$ cat src/status_pkg.sv
// status reporting package: command codes, bit positions, widths, reset values
// assumes one instrument clock; consumed by status_reporting, remote_ctl, the checker and the bench
package status_pkg;

  // standard event bit positions
  localparam int unsigned SE_OPC = 0;
  localparam int unsigned SE_RQC = 1;
  localparam int unsigned SE_QYE = 2;
  localparam int unsigned SE_DDE = 3;
  localparam int unsigned SE_EXE = 4;
  localparam int unsigned SE_CME = 5;
  localparam int unsigned SE_URQ = 6;
  localparam int unsigned SE_PON = 7;
  localparam logic [7:0] SE_ERROR_MASK = 8'h3c;

  // status byte bit positions
  localparam int unsigned SB_MESSAGE       = 4;
  localparam int unsigned SB_EVENT_SUMMARY = 5;
  localparam int unsigned SB_REQUEST       = 6;
  localparam int unsigned SB_OP_SUMMARY    = 7;

  // operation and hardware register bit positions
  localparam int unsigned OP_RUNNING    = 3;
  localparam int unsigned OP_ARMED      = 5;
  localparam int unsigned OP_OVERLOAD   = 11;
  localparam int unsigned OP_HW_SUMMARY = 12;
  localparam int unsigned HW_BATTERY    = 0;
  localparam int unsigned HW_CLOCK_LOCK = 12;

  // error queue figures
  localparam int unsigned ERR_DEPTH      = 30;
  localparam logic [9:0]  ERR_OVERFLOW   = 10'h15e; // code 350
  localparam logic [9:0]  ERR_NONE       = 10'h000;

  // reset values
  localparam logic [7:0]  BYTE_ZERO = 8'h00;
  localparam logic [15:0] WORD_ZERO = 16'h0000;

  // commands from the remote controller
  typedef enum logic [3:0]
  {
    CMD_NONE        = 4'h0,
    CMD_SE_QUERY    = 4'h1,
    CMD_SE_EN_WRITE = 4'h2,
    CMD_SE_EN_QUERY = 4'h3,
    CMD_OP_QUERY    = 4'h4,
    CMD_OP_EN_WRITE = 4'h5,
    CMD_OP_COND_QRY = 4'h6,
    CMD_ARM_QUERY   = 4'h7,
    CMD_HW_EV_QUERY = 4'h8,
    CMD_HW_CND_QRY  = 4'h9,
    CMD_ERR_QUERY   = 4'ha,
    CMD_CLEAR       = 4'hb,
    CMD_SR_EN_WRITE = 4'hc,
    CMD_SERIAL_POLL = 4'hd
  } cmd_type;

  typedef struct packed
  {
    logic        valid;
    cmd_type     code;
    logic [15:0] data;
    logic        after_term; // clear arrives straight after a terminator
  } request_type;

  typedef struct packed
  {
    logic        valid;
    logic        no_error;   // error query found the queue empty
    logic [15:0] data;
  } answer_type;

  // instrument events, one-cycle pulses except the levels noted
  typedef struct packed
  {
    logic [7:0] std_events;  // pulses, one per standard event bit
    logic [9:0] err_code;
    logic       err_push;
    logic       stopped;     // level
    logic       armed;       // pulse when the trigger becomes armed
    logic       overload;    // pulse
    logic       on_battery;  // level
    logic       clock_locked;// level
  } events_type;

endpackage

$ cat src/status_reporting.sv
// status reporting: standard event, operation, arm, hardware registers and error queue
// assumes requests synchronous to ref_clk, one per cycle at most
`timescale 1ns/100ps
`default_nettype none

module status_reporting
  import status_pkg::*;
#(
  parameter int unsigned ERR_ENTRIES = status_pkg::ERR_DEPTH
)
(
  input  wire logic                      ref_clk,         // instrument clock
  input  wire logic                      rst_b,           // async reset, active low
  input  wire logic                      clk_en,          // freezes all state when low
  input  wire status_pkg::request_type   req,             // command or query
  input  wire status_pkg::events_type    ev,              // instrument events
  input  wire logic                      msg_available,   // output queue not empty
  output logic [7:0]                     status_byte,     // status byte, registered from the live summary bits
  output logic                           service_request, // request line
  output logic                           clear_out_queue, // pulse: flush output queue
  output status_pkg::answer_type         ans              // query answer
);
  import status_pkg::*;

  // fewer than two slots leaves no room beside the overflow marker
  if (ERR_ENTRIES < 2 || ERR_ENTRIES > 255)
  begin : g_depth_check
    $error("error queue depth out of range");
  end

  localparam int unsigned PW = $clog2(ERR_ENTRIES + 1);
  localparam logic [PW-1:0] LAST_SLOT = PW'(ERR_ENTRIES - 1);
  localparam logic [PW-1:0] ONE       = PW'(1);

  // ----------------------------------------------------------------
  // request decode
  // ----------------------------------------------------------------
  logic take;
  logic do_clear;
  assign take     = clk_en & req.valid;
  assign do_clear = take & (req.code == CMD_CLEAR);

  // ----------------------------------------------------------------
  // standard event register and mask
  // ----------------------------------------------------------------
  logic [7:0] se_r;
  logic [7:0] se_en_r;
  logic       se_read;
  assign se_read = take & (req.code == CMD_SE_QUERY);

  // events arriving with the read survive it
  always_ff @(posedge ref_clk or negedge rst_b)
  begin
    if (!rst_b)
      se_r <= BYTE_ZERO;
    else if (clk_en)
    begin
      if (se_read || do_clear)
        se_r <= ev.std_events;
      else
        se_r <= se_r | ev.std_events;
    end
  end

  // mask; error bits group as SE_ERROR_MASK
  always_ff @(posedge ref_clk or negedge rst_b)
  begin
    if (!rst_b)
      se_en_r <= BYTE_ZERO;
    else if (take && req.code == CMD_SE_EN_WRITE)
      se_en_r <= req.data[7:0];
  end

  // ----------------------------------------------------------------
  // operation event, arm event, mask
  // ----------------------------------------------------------------
  logic [15:0] op_ev_r;
  logic [15:0] op_en_r;
  logic        arm_r;
  logic        stopped_r;
  logic [15:0] op_set;
  logic        op_read;
  logic        arm_read;
  assign op_read  = take & (req.code == CMD_OP_QUERY);
  assign arm_read = take & (req.code == CMD_ARM_QUERY);

  // stopped to running edge plus arm and overload pulses
  always_comb
  begin
    op_set = WORD_ZERO;
    op_set[OP_RUNNING]  = stopped_r & ~ev.stopped;
    op_set[OP_ARMED]    = ev.armed;
    op_set[OP_OVERLOAD] = ev.overload;
  end

  always_ff @(posedge ref_clk or negedge rst_b)
  begin
    if (!rst_b)
      stopped_r <= 1'b1;
    else if (clk_en)
      stopped_r <= ev.stopped;
  end

  always_ff @(posedge ref_clk or negedge rst_b)
  begin
    if (!rst_b)
      op_ev_r <= WORD_ZERO;
    else if (clk_en)
    begin
      if (op_read || do_clear)
        op_ev_r <= op_set;
      else
        op_ev_r <= op_ev_r | op_set;
    end
  end

  always_ff @(posedge ref_clk or negedge rst_b)
  begin
    if (!rst_b)
      op_en_r <= WORD_ZERO;
    else if (take && req.code == CMD_OP_EN_WRITE)
      op_en_r <= req.data;
  end

  // sticky until query or clear; the controller must clear it per arming
  always_ff @(posedge ref_clk or negedge rst_b)
  begin
    if (!rst_b)
      arm_r <= 1'b0;
    else if (clk_en)
    begin
      if (arm_read || do_clear)
        arm_r <= ev.armed;
      else
        arm_r <= arm_r | ev.armed;
    end
  end

  // ----------------------------------------------------------------
  // hardware and operation condition
  // ----------------------------------------------------------------
  logic [15:0] hw_cond;
  logic [15:0] hw_ev;
  logic [15:0] op_cond;
  always_comb
  begin
    hw_cond = WORD_ZERO;
    hw_cond[HW_BATTERY]    = ev.on_battery;
    hw_cond[HW_CLOCK_LOCK] = ev.clock_locked;
    hw_ev = WORD_ZERO;
    hw_ev[HW_BATTERY]      = ev.on_battery;
    op_cond = WORD_ZERO;
    op_cond[OP_RUNNING]    = ~ev.stopped;
    op_cond[OP_ARMED]      = arm_r;
    op_cond[OP_OVERLOAD]   = op_ev_r[OP_OVERLOAD];
    op_cond[OP_HW_SUMMARY] = |hw_ev;
  end

  // ----------------------------------------------------------------
  // error queue: flip-flop ring, count includes the overflow slot
  // ----------------------------------------------------------------
  logic [9:0]    err_mem [ERR_ENTRIES];
  logic [PW-1:0] rd_ptr_r;
  logic [PW-1:0] count_r;
  logic          err_read;
  logic          err_pop;
  logic          err_wr;
  logic [PW-1:0] wr_idx;
  logic [9:0]    wr_code;
  assign err_read = take & (req.code == CMD_ERR_QUERY);
  assign err_pop  = err_read & (count_r != '0);

  function automatic logic [PW-1:0] wrap(input logic [PW:0] v);
    logic [PW:0] lim;
    lim = (PW+1)'(ERR_ENTRIES);
    wrap = (v >= lim) ? PW'(v - lim) : v[PW-1:0];
  endfunction

  // slot for a push: below the last slot, or at it with a pop, a plain error; at it without a pop the marker
  always_comb
  begin
    err_wr  = 1'b0;
    wr_idx  = wrap({1'b0, rd_ptr_r} + {1'b0, count_r});
    wr_code = ev.err_code;
    if (ev.err_push && !do_clear)
    begin
      if (count_r < LAST_SLOT || (err_pop && count_r == LAST_SLOT))
        err_wr = 1'b1;
      else if (count_r == LAST_SLOT)
      begin
        err_wr  = 1'b1;
        wr_code = ERR_OVERFLOW;
      end
    end
  end

  always_ff @(posedge ref_clk)
  begin
    if (clk_en && err_wr)
      err_mem[wr_idx] <= wr_code;
  end

  // a full queue just drops further errors; last read leaves it empty
  always_ff @(posedge ref_clk or negedge rst_b)
  begin
    if (!rst_b)
    begin
      rd_ptr_r <= '0;
      count_r  <= '0;
    end
    else if (clk_en)
    begin
      if (do_clear)
      begin
        rd_ptr_r <= '0;
        count_r  <= '0;
      end
      else
      begin
        if (err_pop)
          rd_ptr_r <= wrap({1'b0, rd_ptr_r} + {1'b0, ONE});
        count_r <= count_r + (err_wr ? ONE : '0) - (err_pop ? ONE : '0);
      end
    end
  end

  // ----------------------------------------------------------------
  // status byte, service request, serial poll
  // ----------------------------------------------------------------
  logic [7:0] sr_en_r;
  logic       rqs_r;
  logic [7:0] sb_live;
  logic       poll;
  assign poll = take & (req.code == CMD_SERIAL_POLL);

  always_comb
  begin
    sb_live = BYTE_ZERO;
    sb_live[SB_MESSAGE] = msg_available;
    sb_live[SB_EVENT_SUMMARY] = |(se_r & se_en_r);
    sb_live[SB_OP_SUMMARY]    = |((op_ev_r | ({15'h0000, arm_r} << OP_ARMED)) & op_en_r);
  end

  always_ff @(posedge ref_clk or negedge rst_b)
  begin
    if (!rst_b)
      sr_en_r <= BYTE_ZERO;
    else if (take && req.code == CMD_SR_EN_WRITE)
      sr_en_r <= req.data[7:0];
  end

  // rises on a new enabled summary; a poll clears it, rise wins
  logic       enabled_any;
  logic       enabled_any_r;
  assign enabled_any = |(sb_live & sr_en_r & ~(8'h01 << SB_REQUEST));
  always_ff @(posedge ref_clk or negedge rst_b)
  begin
    if (!rst_b)
    begin
      rqs_r         <= 1'b0;
      enabled_any_r <= 1'b0;
    end
    else if (clk_en)
    begin
      enabled_any_r <= enabled_any;
      if (enabled_any && !enabled_any_r)
        rqs_r <= 1'b1;
      else if (poll || do_clear)
        rqs_r <= 1'b0;
    end
  end

  always_ff @(posedge ref_clk or negedge rst_b)
  begin
    if (!rst_b)
    begin
      status_byte     <= BYTE_ZERO;
      service_request <= 1'b0;
    end
    else if (clk_en)
    begin
      status_byte     <= sb_live | ({7'h00, rqs_r} << SB_REQUEST);
      service_request <= rqs_r;
    end
  end

  // ----------------------------------------------------------------
  // answers, one cycle after the request
  // ----------------------------------------------------------------
  always_ff @(posedge ref_clk or negedge rst_b)
  begin
    if (!rst_b)
    begin
      ans             <= '0;
      clear_out_queue <= 1'b0;
    end
    else if (clk_en)
    begin
      ans.valid       <= 1'b0;
      ans.no_error    <= 1'b0;
      ans.data        <= WORD_ZERO;
      clear_out_queue <= do_clear & req.after_term;
      if (take)
      begin
        unique case (req.code)
          CMD_SE_QUERY:    begin ans.valid <= 1'b1; ans.data <= {8'h00, se_r}; end
          CMD_SE_EN_QUERY: begin ans.valid <= 1'b1; ans.data <= {8'h00, se_en_r}; end
          CMD_OP_QUERY:    begin ans.valid <= 1'b1; ans.data <= op_ev_r; end
          CMD_OP_COND_QRY: begin ans.valid <= 1'b1; ans.data <= op_cond; end
          CMD_ARM_QUERY:   begin ans.valid <= 1'b1; ans.data <= {15'h0000, arm_r}; end
          CMD_HW_EV_QUERY: begin ans.valid <= 1'b1; ans.data <= hw_ev; end
          CMD_HW_CND_QRY:  begin ans.valid <= 1'b1; ans.data <= hw_cond; end
          CMD_SERIAL_POLL: begin ans.valid <= 1'b1; ans.data <= {8'h00, status_byte}; end
          CMD_ERR_QUERY:
          begin
            ans.valid    <= 1'b1;
            ans.no_error <= (count_r == '0);
            ans.data     <= (count_r == '0) ? {6'h00, ERR_NONE} : {6'h00, err_mem[rd_ptr_r]};
          end
          default:         ans.valid <= 1'b0;
        endcase
      end
    end
  end

endmodule

`default_nettype wire

$ cat config.mk
export PLATFORM = sky130hd
export DESIGN_NAME = status_reporting
export DESIGN_NICKNAME = d
export VERILOG_FILES = /design/src/status_pkg.sv /design/src/status_reporting.sv
export SDC_FILE = /design/constraint.sdc
export NUM_CORES = 1
export LEC_CHECK = 0
export ABC_AREA = 1
export BUFFER_PORTS_ARGS = -buffer_cell sky130_fd_sc_hd__buf_2
export CORE_MARGIN = 3
export CORE_UTILIZATION = 32
export DETAILED_ROUTE_END_ITERATION = 6
export HOLD_SLACK_MARGIN = 0.02
export PLACE_DENSITY = 0.59
export SYNTH_ARGS = -nofsm -noshare
export SYNTH_HDL_FRONTEND = slang
export SYNTH_SLANG_ARGS = --single-unit
$ cat constraint.sdc
create_clock -name ref_clk -period 3.83 [get_ports ref_clk]
set_input_delay 0.383 -clock ref_clk [delete_from_list [all_inputs] [get_ports ref_clk]]
set_output_delay 0.383 -clock ref_clk [all_outputs]
set_load 0.1 [all_outputs]
==> metrics.txt <==
nets=1757; Root Driver=clkbuf_16; die area=0.05362 mm^2; Syn. warnings=0; xor and xnor area share after synthesis=less than 1%; most frequent cell after synthesis=nand2_1; # rows=a little over 80; number of synthesized flops with an enable pin=300; TNS Setup=0 ps; HP Class=in -> async; Required @ worst endpoint=4060 ps; worst vdd ir=between 300 and 400 uV; largest family of logic cells by synthesized area=simple AND/OR/NAND/NOR gates; drt wl/cell=17.15 um; routed vias/inst=4.774; Finished Layout Cells=approximately 2400; Max Cap Viol=0; Post-synth ARST share=about 16%; status=finished with violations; mux contribution to synthesized area=0.06917%; cell area after synthesis=approximately 0.016 mm^2; DR pass1 iterations=7; shortest period the worst path allows=3110 ps; Fmax=321.5 MHz; Hold Worst Slack=-12.70 ps; total power draw=12.22 mW; core area=0.05017 mm^2; H-tree Lvls=2; RSZ-0062 raised after global routing=false; simple-gate portion of the synthesized area=21.41%; slew margin rel.=36.13%; clock latency on the worst-skew pair=530 ps; Worst Setup Start Kind=flop; Syn Inst Count=1600; Clk pin slew, worst setup/hold paths=about 60 ps; die width=231.6 um; Detailed Route Iter0 Violations=946; n_diodes=0; PD cells=651.0 mW/mm^2; total CTS buffers=40; Seq. cell area=0.01049 mm^2; post-synthesis compound-gate area fraction=4.765%; final wirelength=between 40000 and 50000 um; dpl hpwl=25380 um; filler cell count=4894; initial antenna violation count=0; Die Ht=231.6 um; failing checks=hold timing; first-pass GRT wire length=62980 um; Seq/Total Area, Yosys=between 60% and 70%; Cells after DPL=2316; Final Slew Violations=0; top cell type by total area after synthesis=edfxtp_1; Post-Synth Adder-Cell Area=1.706%; share of post-route cells with drive strength above 1=a little over an eighth; post-synth cell types=48; area of the multi-input gates=0.004647 mm^2; final hold vios=7; vias in the first global route=11142; Area contributors post-synth=edfxtp_1 55%, dfrtp_1 8.9%, nand2_1 8.5%; I/O Pins=78; pin count of the biggest net entering global routing=174; Post-synth top flop=edfxtp_1; LEAKAGE=7.791 nW; maximum net fanout on the critical path=6; Yosys reg bits=359; Syn-to-layout area delta=15.28%; GRT Util Overall=between 10% and 20%; TritonCTS Sinks=359; Port Buffers=66; Avg Inst Size Synth=10.17 um^2; CTS tree=built; CP Class=reg -> reg; CTS Hold Bufs=0; DRC viols=0; crit end category=flop; Clock Skews=17.85 ps; GPL Wtd Cong=0.8741; critical path arrival=3340 ps; Final Setup Violations=0; final worst-path cycle share=between 80% and 90%; Initial Utilization=32.45%; Overflow after GRT=0; top-area cell type share of the netlist area=55.34%; clk buf depth=3; Via Count=11386; synth cell count leaders=370 x nand2_1, 300 x edfxtp_1, 249 x nand3_1; Worst-Margin Slew=about 960 ps; setup bufs post-CTS=0; cts repair resizes=0; final antenna-violating net count=0
registers in the layout, indices dropped and copies added, names as in the netlist:
signal and count:
err_mem 300, ans 15, se_en_r 8, se_r 8
count_r 5, rd_ptr_r 5, status_byte 4, op_en_r 3
op_ev_r 3, sr_en_r 3, arm_r 1, clear_out_queue 1
enabled_any_r 1, rqs_r 1, stopped_r 1
metrics by stage:
stage                     cell area (um^2)  utilization (%)  worst slack, ps
final                                18770            37.41            719.5
after global routing                 18770            37.41            498.2
after CTS                            18770            37.41            724.6
after detailed placement             17550            34.98            720.9
after global placement               17550            34.98            717.7
after floorplan                      16290                -            979.7
power by group:
group          leakage [nW]  internal [mW]  switching [mW]
Clock                 0.591           2.17            1.48
Sequential             3.40           4.58           0.163
Combinational          3.80           1.09            2.74
metal layers:
metal,up-vias,GRT usage [%],wire length [um]
li1,5497,-,-
met1,5547,20.18,18030
met2,267,25.44,19950
met3,75,1.868,1904
met4,0,4.667,1024
met5,-,0,0
cell type report:
| class | instances | area share [%] |
|---|---|---|
| inverter | 212 | 4.267 |
| timing repair buffer | 121 | 4.094 |
| tap | 672 | 4.480 |
| multi-input combinational | 952 | 24.76 |
| clock inverter | 12 | 0.7067 |
| sequential | 359 | 55.90 |
| clock buffer | 57 | 5.787 |
worst paths after layout:
kind / startpoint / end / slack (ps) / depth (start not counted)
worst max-delay path: rd_ptr_r[0]$_DFFE_PN0P_ / err_mem[25][7]$_DFFE_PP_ / 720 / 13
worst min-delay path: rst_b / se_en_r[7]$_DFFE_PN0P_ / -10 / 1
worst max register to register: rd_ptr_r[0]$_DFFE_PN0P_ / err_mem[25][7]$_DFFE_PP_ / 720 / 13
worst min register to register: ans[11]$_DFFE_PN0P_ / ans[11]$_DFFE_PN0P_ / 480 / 2
max in group asynchronous: rst_b / ans[14]$_DFFE_PN0P_ / 2980 / 2
min in group ref_clk: ev[18] / se_r[2]$_DFFE_PN0P_ / 70 / 3
layout by cell type (no fill, tap or decap), types with 4 or more instances in the layout:
cell type    n
or2_2       23
clkinv_1     5
a21oi_1     19
buf_2       66
dfrtp_1     56
nand3_1    249
buf_4       53
o22ai_1     20
nand2_1    370
nor2_4       6
inv_1      205
clkbuf_1    16
or2_1        7
ha_1        19
o21ai_0     75
o211ai_1    10
xor2_1       4
nor2_1     102
edfxtp_1   300
inv_2        5
nand3_2      4
conb_1       4
nor2_2       4
clkbuf_16   41
nand2_2      4
worst max-delay path: stages (launching register included):
cell and delay (ps):
dfrtp_4 490, ha_1 250, fa_1 410, xnor2_1 350, inv_1 110, ha_1 220
nand2_1 70, nand2_1 60, inv_1 50, nand2_1 40, nand2_1 120, nand3_1 220
nor2_1 210, buf_4 190
kinds of logic after synthesis:
| kind of cell | after synthesis |
|---|---|
| buffers and inverters | 292 |
| AO/OA/AOI/OAI | 136 |
| other | 1 |
| multiplexers | 1 |
| AND/OR/NAND/NOR | 783 |
| XOR/XNOR | 7 |
| adder cells (fa/ha/maj) | 21 |
| flip-flops | 359 |
Power figures use the tool's default switching activity.
